**src/shared/ufc_pkg.sv**
```systemverilog
// Constants for the UART FIFO control and DMA request block.
// Assumes a 32-bit APB register bus with word-aligned registers.
package ufc_pkg;
    localparam int ADDR_W = 8;
    localparam int FIFO_AW = 5;
    localparam int FIFO_DEPTH = 32;
    // Register byte offsets
    localparam logic [7:0] OFS_DATA = 8'h00;
    localparam logic [7:0] OFS_IMASK = 8'h04;
    localparam logic [7:0] OFS_FCTRL = 8'h08;
    localparam logic [7:0] OFS_LSTAT = 8'h0C;
    localparam logic [7:0] OFS_LEVEL = 8'h10;
    // fifo_control fields
    localparam int FC_EN = 0;
    localparam int FC_RXCLR = 1;
    localparam int FC_TXCLR = 2;
    localparam int FC_DMA = 3;
    localparam int FC_TTRIG = 4;
    localparam int FC_RTRIG = 6;
    // line_status fields
    localparam int LS_DR = 0;
    localparam int LS_OE = 1;
    localparam int LS_PE = 2;
    localparam int LS_FE = 3;
    localparam int LS_BI = 4;
    localparam int LS_THRE = 5;
    localparam int LS_TEMT = 6;
    localparam int LS_FERR = 7;
    // Reset values
    localparam logic [7:0] FCTRL_RST = 8'h00;
    localparam logic [3:0] IMASK_RST = 4'h0;
    // Trigger levels in bytes
    localparam int RTRIG_00 = 8;
    localparam int RTRIG_01 = 16;
    localparam int RTRIG_10 = 24;
    localparam int RTRIG_11 = 28;
    localparam int TTRIG_00 = 16;
    localparam int TTRIG_01 = 8;
    localparam int TTRIG_10 = 24;
    localparam int TTRIG_11 = 30;
endpackage : ufc_pkg

```
**src/shared/ufc_fifo_if.sv**
```systemverilog
// Carrier between the control logic and one FIFO store.
// Assumes both ends share pclk and presetn.
`timescale 1ns/10ps
interface ufc_fifo_if #(parameter int W = 8, parameter int AW = 5);
    logic push;
    logic [W-1:0] wdata;
    logic pop;
    logic clear;
    logic [AW:0] cap;
    logic [W-1:0] rdata;
    logic [AW:0] count;
    logic full;
    modport ctrl(output push, wdata, pop, clear, cap,
                 input rdata, count, full);
    modport store(input push, wdata, pop, clear, cap,
                  output rdata, count, full);
endinterface : ufc_fifo_if

```
**src/design/ufc_fifo.sv**
```systemverilog
// Synchronous FIFO store with a run-time capacity limit.
// Assumes cap is between 1 and 2**AW; clear beats push and pop.
`timescale 1ns/10ps
module ufc_fifo #(
    parameter int W = 8,
    parameter int AW = 5
) (
    input wire logic pclk,
    input wire logic presetn,
    ufc_fifo_if.store f
);
    import ufc_pkg::*;
    logic [W-1:0] mem [0:(1<<AW)-1];
    logic [AW-1:0] wp_r, wp_nxt, rp_r, rp_nxt;
    logic [AW:0] cnt_r, cnt_nxt;
    logic do_push, do_pop;

    assign f.full = (cnt_r >= f.cap);
    assign f.count = cnt_r;
    assign f.rdata = mem[rp_r];

    always_comb begin
        do_push = f.push & ~f.full & ~f.clear;
        do_pop = f.pop & (cnt_r != '0) & ~f.clear;
        wp_nxt = wp_r + AW'(do_push);
        rp_nxt = rp_r + AW'(do_pop);
        cnt_nxt = cnt_r + (AW+1)'(do_push) - (AW+1)'(do_pop);
        if (f.clear) begin
            wp_nxt = '0;
            rp_nxt = '0;
            cnt_nxt = '0;
        end
    end

    always_ff @(posedge pclk or negedge presetn) begin
        if (!presetn) begin
            wp_r <= '0;
            rp_r <= '0;
            cnt_r <= '0;
        end else begin
            wp_r <= wp_nxt;
            rp_r <= rp_nxt;
            cnt_r <= cnt_nxt;
        end
    end

    // Storage carries no reset; contents are only read below count
    always_ff @(posedge pclk) begin
        if (do_push) begin
            mem[wp_r] <= f.wdata;
        end
    end
endmodule : ufc_fifo

```
**src/design/ufc_fifo_ctrl.sv**
```systemverilog
// UART channel FIFO control, line status and DMA request outputs.
// Assumes an APB master, a receive shifter that strobes rx_valid and a
// transmit shifter that takes bytes with tx_take, all on pclk.
// Functional notes
// - FIFOs on and mask bits clear: no interrupt request, software polls.
// - Line status bit 0 high while receive FIFO holds a byte.
// - Line status bits 1-4 give overrun, parity, framing, break.
// - Line status bit 5 set when transmit FIFO is empty.
// - Line status bit 6 only when transmit FIFO and shifter empty.
// - Line status bit 7 set while any stored receive byte has error.
// - Mode 0: transmit request low while empty, high once loaded.
// - Mode 0: receive request low while any byte is held.
// - Mode 1: transmit request low below trigger, high when full.
// - Mode 1: receive request low at trigger or timeout, high empty.
// - Mode 1: transmit interrupt condition while count below trigger.
// - Mode 1: receive FIFO fills past trigger, request stays low.
// - Receive interrupt when stored count reaches receive trigger.
// - Receive trigger codes select 8, 16, 24, 28 bytes.
// - Transmit trigger field, default 16; interrupt below level.
// - Transmit trigger codes select 16, 8, 24, 30 bytes.
// - Control bit 3 picks DMA mode 0 or 1, resets to 0.
// - Control bit 2 empties transmit FIFO, then clears itself.
// - Control bit 1 empties receive FIFO, then clears itself.
// - Other control bits written only when bit 0 written as one.
`timescale 1ns/10ps
module ufc_fifo_ctrl #(
    parameter int AW = ufc_pkg::FIFO_AW
) (
    input wire logic pclk,
    input wire logic presetn,
    input wire logic psel,
    input wire logic penable,
    input wire logic pwrite,
    input wire logic [ufc_pkg::ADDR_W-1:0] paddr,
    input wire logic [31:0] pwdata,
    output logic [31:0] prdata,
    output logic pready,
    output logic pslverr,
    input wire logic rx_valid,
    input wire logic [7:0] rx_byte,
    input wire logic rx_parity_err,
    input wire logic rx_framing_err,
    input wire logic rx_break,
    input wire logic rx_timeout,
    input wire logic tx_take,
    output logic [7:0] tx_byte,
    output logic tx_avail,
    input wire logic tx_shift_empty,
    output logic tx_dma_request_n,
    output logic rx_dma_request_n,
    output logic int_request
);
    import ufc_pkg::*;
    localparam int CW = AW + 1;

    ufc_fifo_if #(.W(8), .AW(AW)) tx_if();
    ufc_fifo_if #(.W(11), .AW(AW)) rx_if();

    ufc_fifo #(.W(8), .AW(AW)) u_tx (
        .pclk(pclk),
        .presetn(presetn),
        .f(tx_if.store)
    );
    ufc_fifo #(.W(11), .AW(AW)) u_rx (
        .pclk(pclk),
        .presetn(presetn),
        .f(rx_if.store)
    );

    logic fen_r, fen_nxt, dma_r, dma_nxt;
    logic [1:0] rtrig_r, rtrig_nxt, ttrig_r, ttrig_nxt;
    logic [3:0] imask_r, imask_nxt;
    logic rxclr_r, rxclr_nxt, txclr_r, txclr_nxt;
    logic ovr_r, ovr_nxt, rdok_r, rdok_nxt;
    logic txreq_n_r, txreq_n_nxt, rxreq_n_r, rxreq_n_nxt;
    logic irq_r, irq_nxt;
    logic [31:0] prdata_r, prdata_nxt;
    logic [CW-1:0] err_r, err_nxt;
    logic [CW-1:0] tcnt, rcnt, rtrig_lvl, ttrig_lvl;
    logic [7:0] line_status;
    logic setup, wr, rd, hit, wr_fc, mode1;
    logic rx_acc, rx_pop, rx_cond, tx_cond, rx_err_in;

    assign tcnt = tx_if.count;
    assign rcnt = rx_if.count;
    assign setup = psel & ~penable;
    assign wr = psel & penable & pwrite;
    assign rd = psel & penable & ~pwrite;
    assign hit = (paddr == OFS_DATA) | (paddr == OFS_IMASK) |
                 (paddr == OFS_FCTRL) | (paddr == OFS_LSTAT) |
                 (paddr == OFS_LEVEL);
    assign wr_fc = wr & (paddr == OFS_FCTRL);
    assign mode1 = fen_r & dma_r;
    // Zero wait states; read data is captured in the setup cycle
    assign pready = 1'b1;
    assign pslverr = psel & penable & ~hit;
    assign prdata = prdata_r;

    always_comb begin
        case (rtrig_r)
            2'b00: rtrig_lvl = CW'(RTRIG_00);
            2'b01: rtrig_lvl = CW'(RTRIG_01);
            2'b10: rtrig_lvl = CW'(RTRIG_10);
            2'b11: rtrig_lvl = CW'(RTRIG_11);
            default: rtrig_lvl = CW'(RTRIG_00);
        endcase
        case (ttrig_r)
            2'b00: ttrig_lvl = CW'(TTRIG_00);
            2'b01: ttrig_lvl = CW'(TTRIG_01);
            2'b10: ttrig_lvl = CW'(TTRIG_10);
            2'b11: ttrig_lvl = CW'(TTRIG_11);
            default: ttrig_lvl = CW'(TTRIG_00);
        endcase
    end

    // Without FIFOs each side degrades to a one-byte holding register
    always_comb begin
        tx_if.cap = fen_r ? CW'(FIFO_DEPTH) : CW'(1);
        rx_if.cap = fen_r ? CW'(FIFO_DEPTH) : CW'(1);
        tx_if.push = wr & (paddr == OFS_DATA);
        tx_if.wdata = pwdata[7:0];
        tx_if.pop = tx_take;
        tx_if.clear = txclr_r;
        rx_err_in = rx_parity_err | rx_framing_err | rx_break;
        rx_acc = rx_valid & ~rx_if.full & ~rxclr_r;
        rx_pop = rd & (paddr == OFS_DATA) & rdok_r & ~rxclr_r;
        rx_if.push = rx_valid;
        rx_if.wdata = {rx_break, rx_framing_err, rx_parity_err, rx_byte};
        rx_if.pop = rx_pop;
        rx_if.clear = rxclr_r;
    end
    assign tx_byte = tx_if.rdata;
    assign tx_avail = (tcnt != '0);

    // Parity, framing and break flags describe the byte at the head of the receive FIFO
    always_comb begin
        line_status = 8'h00;
        line_status[LS_DR] = (rcnt != '0);
        line_status[LS_OE] = ovr_r;
        if (rcnt != '0) begin
            line_status[LS_PE] = rx_if.rdata[8];
            line_status[LS_FE] = rx_if.rdata[9];
            line_status[LS_BI] = rx_if.rdata[10];
        end
        line_status[LS_THRE] = (tcnt == '0);
        line_status[LS_TEMT] = (tcnt == '0) & tx_shift_empty;
        line_status[LS_FERR] = (err_r != '0);
    end

    always_comb begin
        fen_nxt = fen_r;
        dma_nxt = dma_r;
        rtrig_nxt = rtrig_r;
        ttrig_nxt = ttrig_r;
        imask_nxt = imask_r;
        rxclr_nxt = 1'b0;
        txclr_nxt = 1'b0;
        if (wr & (paddr == OFS_IMASK)) begin
            imask_nxt = pwdata[3:0];
        end
        if (wr_fc) begin
            fen_nxt = pwdata[FC_EN];
            if (pwdata[FC_EN]) begin
                dma_nxt = pwdata[FC_DMA];
                rtrig_nxt = pwdata[FC_RTRIG +: 2];
                ttrig_nxt = pwdata[FC_TTRIG +: 2];
                rxclr_nxt = pwdata[FC_RXCLR];
                txclr_nxt = pwdata[FC_TXCLR];
            end
        end
        // A new overrun in the same cycle as the status read survives
        ovr_nxt = ovr_r & ~(rd & (paddr == OFS_LSTAT));
        if (rx_valid & rx_if.full) begin
            ovr_nxt = 1'b1;
        end
        err_nxt = err_r + CW'(rx_acc & rx_err_in)
                - CW'(rx_pop & (|rx_if.rdata[10:8]));
        if (rxclr_r) begin
            err_nxt = '0;
        end
        rdok_nxt = rdok_r;
        if (setup) begin
            rdok_nxt = (rcnt != '0);
        end
    end

    always_comb begin
        prdata_nxt = prdata_r;
        if (setup & ~pwrite) begin
            case (paddr)
                OFS_DATA: prdata_nxt = {24'h00_0000, rx_if.rdata[7:0]};
                OFS_IMASK: prdata_nxt = {28'h000_0000, imask_r};
                OFS_FCTRL: prdata_nxt = {24'h00_0000, rtrig_r, ttrig_r,
                                         dma_r, 2'b00, fen_r};
                OFS_LSTAT: prdata_nxt = {24'h00_0000, line_status};
                OFS_LEVEL: prdata_nxt = {16'h0000, 8'(tcnt), 8'(rcnt)};
                default: prdata_nxt = 32'h0000_0000;
            endcase
        end
    end

    always_comb begin
        rx_cond = fen_r ? ((rcnt >= rtrig_lvl) | rx_timeout)
                        : (rcnt != '0);
        tx_cond = fen_r ? (tcnt < ttrig_lvl) : (tcnt == '0);
        irq_nxt = (imask_r[0] & rx_cond) | (imask_r[1] & tx_cond) |
                  (imask_r[2] & (|line_status[LS_BI:LS_OE]));
        if (mode1) begin
            txreq_n_nxt = txreq_n_r;
            if (tx_if.full) begin
                txreq_n_nxt = 1'b1;
            end else if (tcnt < ttrig_lvl) begin
                txreq_n_nxt = 1'b0;
            end
            rxreq_n_nxt = rxreq_n_r;
            if (rcnt == '0) begin
                rxreq_n_nxt = 1'b1;
            end else if ((rcnt >= rtrig_lvl) | rx_timeout) begin
                rxreq_n_nxt = 1'b0;
            end
        end else begin
            txreq_n_nxt = (tcnt != '0);
            rxreq_n_nxt = (rcnt == '0);
        end
    end

    always_ff @(posedge pclk or negedge presetn) begin
        if (!presetn) begin
            fen_r <= FCTRL_RST[FC_EN];
            dma_r <= FCTRL_RST[FC_DMA];
            rtrig_r <= FCTRL_RST[FC_RTRIG +: 2];
            ttrig_r <= FCTRL_RST[FC_TTRIG +: 2];
            imask_r <= IMASK_RST;
            rxclr_r <= 1'b0;
            txclr_r <= 1'b0;
            ovr_r <= 1'b0;
            rdok_r <= 1'b0;
            err_r <= '0;
            prdata_r <= 32'h0000_0000;
            txreq_n_r <= 1'b1;
            rxreq_n_r <= 1'b1;
            irq_r <= 1'b0;
        end else begin
            fen_r <= fen_nxt;
            dma_r <= dma_nxt;
            rtrig_r <= rtrig_nxt;
            ttrig_r <= ttrig_nxt;
            imask_r <= imask_nxt;
            rxclr_r <= rxclr_nxt;
            txclr_r <= txclr_nxt;
            ovr_r <= ovr_nxt;
            rdok_r <= rdok_nxt;
            err_r <= err_nxt;
            prdata_r <= prdata_nxt;
            txreq_n_r <= txreq_n_nxt;
            rxreq_n_r <= rxreq_n_nxt;
            irq_r <= irq_nxt;
        end
    end
    assign tx_dma_request_n = txreq_n_r;
    assign rx_dma_request_n = rxreq_n_r;
    assign int_request = irq_r;
endmodule : ufc_fifo_ctrl

```
**config.mk**
```make
export PLATFORM = sky130hd
export DESIGN_NAME = ufc_fifo_ctrl
export DESIGN_NICKNAME = d
export VERILOG_FILES = /design/src/shared/ufc_pkg.sv /design/src/shared/ufc_fifo_if.sv /design/src/design/ufc_fifo.sv /design/src/design/ufc_fifo_ctrl.sv
export SDC_FILE = /design/constraint.sdc
export NUM_CORES = 1
export LEC_CHECK = 0
export ABC_AREA = 1
export BUFFER_PORTS_ARGS = -buffer_cell sky130_fd_sc_hd__buf_2
export CORE_MARGIN = 2
export CORE_UTILIZATION = 45
export CTS_BUF_LIST = sky130_fd_sc_hd__clkbuf_8
export DETAILED_ROUTE_END_ITERATION = 7
export PLACE_DENSITY = 0.7
export SYNTH_ARGS = -nofsm -noshare
export SYNTH_HDL_FRONTEND = slang
export SYNTH_SLANG_ARGS = --single-unit
```
**constraint.sdc**
```tcl
create_clock -name pclk -period 4.3 [get_ports pclk]
set_input_delay 0.86 -clock pclk [delete_from_list [all_inputs] [get_ports pclk]]
set_output_delay 0.86 -clock pclk [all_outputs]
set_load 0.01 [all_outputs]
```
==> key figures <==
Synthesis
  – Mux cell area share after synthesis: 0.00202
  – Main synth FF type: edfxtp_1
  – Xor/xnor share of the synthesized area: 0
  – Syn_area_per_cell: 11.5 sq um
  – EDFF count, synth: 608
  – Cells after Synth: 2473
  – Synth top area cells: edfxtp_1 64%, nand2_1 7.4%, dfrtp_1 5.9%
  – Most instantiated cells after synthesis: 608 x edfxtp_1, 565 x nand2_1, 283 x nor2_1
  – Synth unique cells: 43
  – Yosys warns: 0
  – Largest family of logic cells by synthesized area: simple AND/OR/NAND/NOR gates
  – Synthesized area: 28500 sq um
  – Largest area contributor in the netlist: edfxtp_1
  – Adder-Cell Fraction of Synth Area: 0.0214
  – Post-Synth Simple-Gate Area: 0.158
  – Async set-reset flop share out of synthesis: 0.102
  – Register bit total from synthesis: 677
  – Cell with the most instances after synthesis: edfxtp_1
  – Sequential share of the synthesized area: 0.701
  – Synth Area in Compound Gates: 0.0788
  – Synth top area share: 0.640

Die
  – Core Area: 62900 sq um
  – Row count: 92
  – Starting Density: 0.454
  – Num ports: 106
  – Die Width: 256 um
  – Die height: 256 um
  – Die area: 65400 sq um

Worst setup path
  – Worst r2r path cells: 25
  – Crit Path Max Fanout: 47
  – CP max stage cell: dfrtp_4
  – Worst r2r src: u_rx.rp_r[0]$_DFF_PN0_
  – CP startpoint kind: flop
  – Crit path DAT: 3.21 ns
  – Max stage delay on crit path: 0.67 ns
  – Crit path from: u_tx.rp_r[0]$_DFF_PN0_
  – Crit path required time: 3.44 ns
  – CP Class: reg -> out
  – Worst r2r dst: err_r[5]$_DFF_PN0_
  – Cells along the critical path: inv_4, buf_6, o21ai_0, o221ai_1, nand3_1, nand2_1, nor2_1, a21oi_1, buf_2
  – Slack of the worst reg-to-reg path: 0.72 ns
  – CP endpoint kind: output port

Power and ir drop
  – Int Pwr: 11.0 mW
  – Tot Pwr: 16.1 mW
  – LEAKAGE: 12.1 nW
  – VDD IR max: 0.446 mV
  – Logic gate share of total power: 0.216
  – Sequential Power Share: 0.477
  – Power share of the clock group: 0.307
  – Psw: 5.07 mW
  – Power Dens Cells: 504 nW/um^2
  – Sw frac: 0.315

STA
  – Min Hold Slack: 0.272 ns
  – Finish-stage setup viols: 0
  – Period minus WS final: 4.07 ns
  – Pins over their slew limit: 0
  – Period utilization: 0.948
  – Setup TNS: 0 ns
  – Final WS setup: 0.225 ns
  – Layout Skew: 0.0535 ns
  – Max Fclk: 0.245 GHz
  – Slew headroom: 0.323
  – RSZ-0062 raised after global routing: no
  – Hold Vio Cnt, Final: 0
  – Least-Margin Pin Slew: 1.01 ns

Finish
  – Share of cells above drive strength 1: 0.114
  – Area grow syn2layout: 11.8%
  – Layout Nets: 2706
  – Finished Core Util: 0.508

Clock network
  – Maximum buffer depth of the clock tree: 3
  – Clock Pin Slew Worst Setup and Hold Paths: 0.06 ns
  – Cts bufs inserted: 106
  – CTS Root Cell: clkbuf_8
  – Clk sink count: 677
  – CTS H-tree lvls: 3
  – Setup bufs post-CTS: 0
  – Worst-Skew Late Latency: 0.73 ns
  – CTS tree: done

Global route
  – Initial antenna violation count: 2
  – Aggregate global-route resource usage: 0.208
  – First-pass GRT wire length: 106 mm
  – Vias in the first global route: 19000
  – Total gr overflow: 0
  – Largest net degree at the start of global routing: 77

Detailed routing
  – Post-route DRC: 0
  – Vias per cell: 5.46
  – Post-DR wirelength/cell: 19.5 um
  – Number of iterations in the first detailed-routing pass: 5
  – DRT Wirelength: 68.9 mm
  – Initial DRC count: 1846
  – Vias: 19300
  – Routed Antenna Nets: 0

Job
  – Number of max-cap violations: 0

Place
  – DP Wirelength: 42.0 mm
  – Port bufs: 62
  – Setup WS pre-CTS: 0.685 ns
  – Routability congestion estimate: 0.898

Hold path
  – Min-delay worst type: in -> async

Run status
  – Outcome: finished, final reports clean
## flip-flops by register name, indices dropped and copies added, names as in the netlist, 2 cells and up
| signal | cells |
|---|---|
| u_tx.wp_r | 5 |
| rtrig_r | 2 |
| u_tx.f.count | 6 |
| u_tx.rp_r | 5 |
| u_rx.f.count | 6 |
| err_r | 6 |
| u_rx.mem | 352 |
| u_tx.mem | 256 |
| u_rx.wp_r | 5 |
| ttrig_r | 2 |
| u_rx.rp_r | 5 |
| prdata | 14 |
| imask_r | 4 |
## cell type report
type	instances	area (sq um)
fillers	5442	31000
flip-flops and latches	677	20000
multi-input cells	1556	7510
clock buffers	113	1560
well taps	846	1060
repair buffers	149	995
inverters	109	414
clock inverters	76	367
diodes	2	5.00
## layout by cell type (no fill, tap or decap), types with 16 or more instances in the layout
cell type / instances
a21boi_0: 16
a21oi_1: 76
buf_2: 61
buf_4: 85
clkbuf_8: 113
clkinv_1: 18
conb_1: 19
dfrtp_1: 64
edfxtp_1: 608
ha_1: 44
inv_1: 145
nand2_1: 565
nand3_1: 226
nor2_1: 282
o211ai_1: 18
o21ai_0: 188
o221ai_1: 44
o22ai_1: 24
## per-stage QoR
| stage | cells | cell area [sq um] |
|---|---|---|
| floorplan | 2490 | 28600 |
| global placement | 3337 | 30000 |
| detailed placement | 3337 | 30000 |
| CTS | 3526 | 31900 |
| global route | 3528 | 31900 |
| finish | 3528 | 31900 |
## power by group through the flow
| stage | clock (mW) | combinational (mW) | sequential (mW) |
|---|---|---|---|
| global placement | 0 | 3.29 | 7.78 |
| detailed placement | 0 | 3.44 | 7.80 |
| floorplan | 0 | 2.37 | 7.68 |
| CTS | 5.03 | 3.45 | 7.66 |
| finish | 4.94 | 3.48 | 7.67 |
| global route | 5.31 | 3.92 | 7.69 |
## layer usage
metal / wire, um / GRT usage / vias up
li1: - / - / 8960
met1: 27500 / 0.265 / 9342
met2: 34000 / 0.351 / 801
met3: 4790 / 0.0361 / 151
met4: 2550 / 0.0921 / 0
met5: 0 / 0 / -
## timing repair
| action | 4_1_cts | 5_1_grt |
|---|---|---|
| setup endpoints to repair | 3 | 6 |
| cloned | 0 | 0 |
| resized for setup | 1 | 1 |
| hold buffers | 0 | 0 |
## worst max-delay path by stage
stage / endpoint / cells past startpoint
floorplan: err_r[4]$_DFF_PN0_ / 17
global placement: err_r[4]$_DFF_PN0_ / 22
detailed placement: u_tx.f.count[4]$_DFF_PN0_ / 16
CTS: tx_byte[0] / 9
global route: tx_byte[0] / 9
finish: tx_byte[0] / 9
## cell families (layout without fill, tap and decap cells)
group | after synthesis | in the layout
adder cells (fa/ha/maj) | 47 | 47
multiplexers | 5 | 5
AO/OA/AOI/OAI | 384 | 384
flip-flops | 677 | 677
buffers and inverters | 257 | 447
other | 2 | 21
AND/OR/NAND/NOR | 1101 | 1101
## worst max-delay path: cells and delay by family, from the launching register on
| kind | cells | cell delay [ns] |
|---|---|---|
| buffers and inverters | 3 | 0.88 |
| DFF | 1 | 0.67 |
| AOI/OAI and AO/OA | 3 | 0.64 |
| and+or+nand+nor | 3 | 0.27 |
Note: power is estimated with default switching activity, not from simulation.
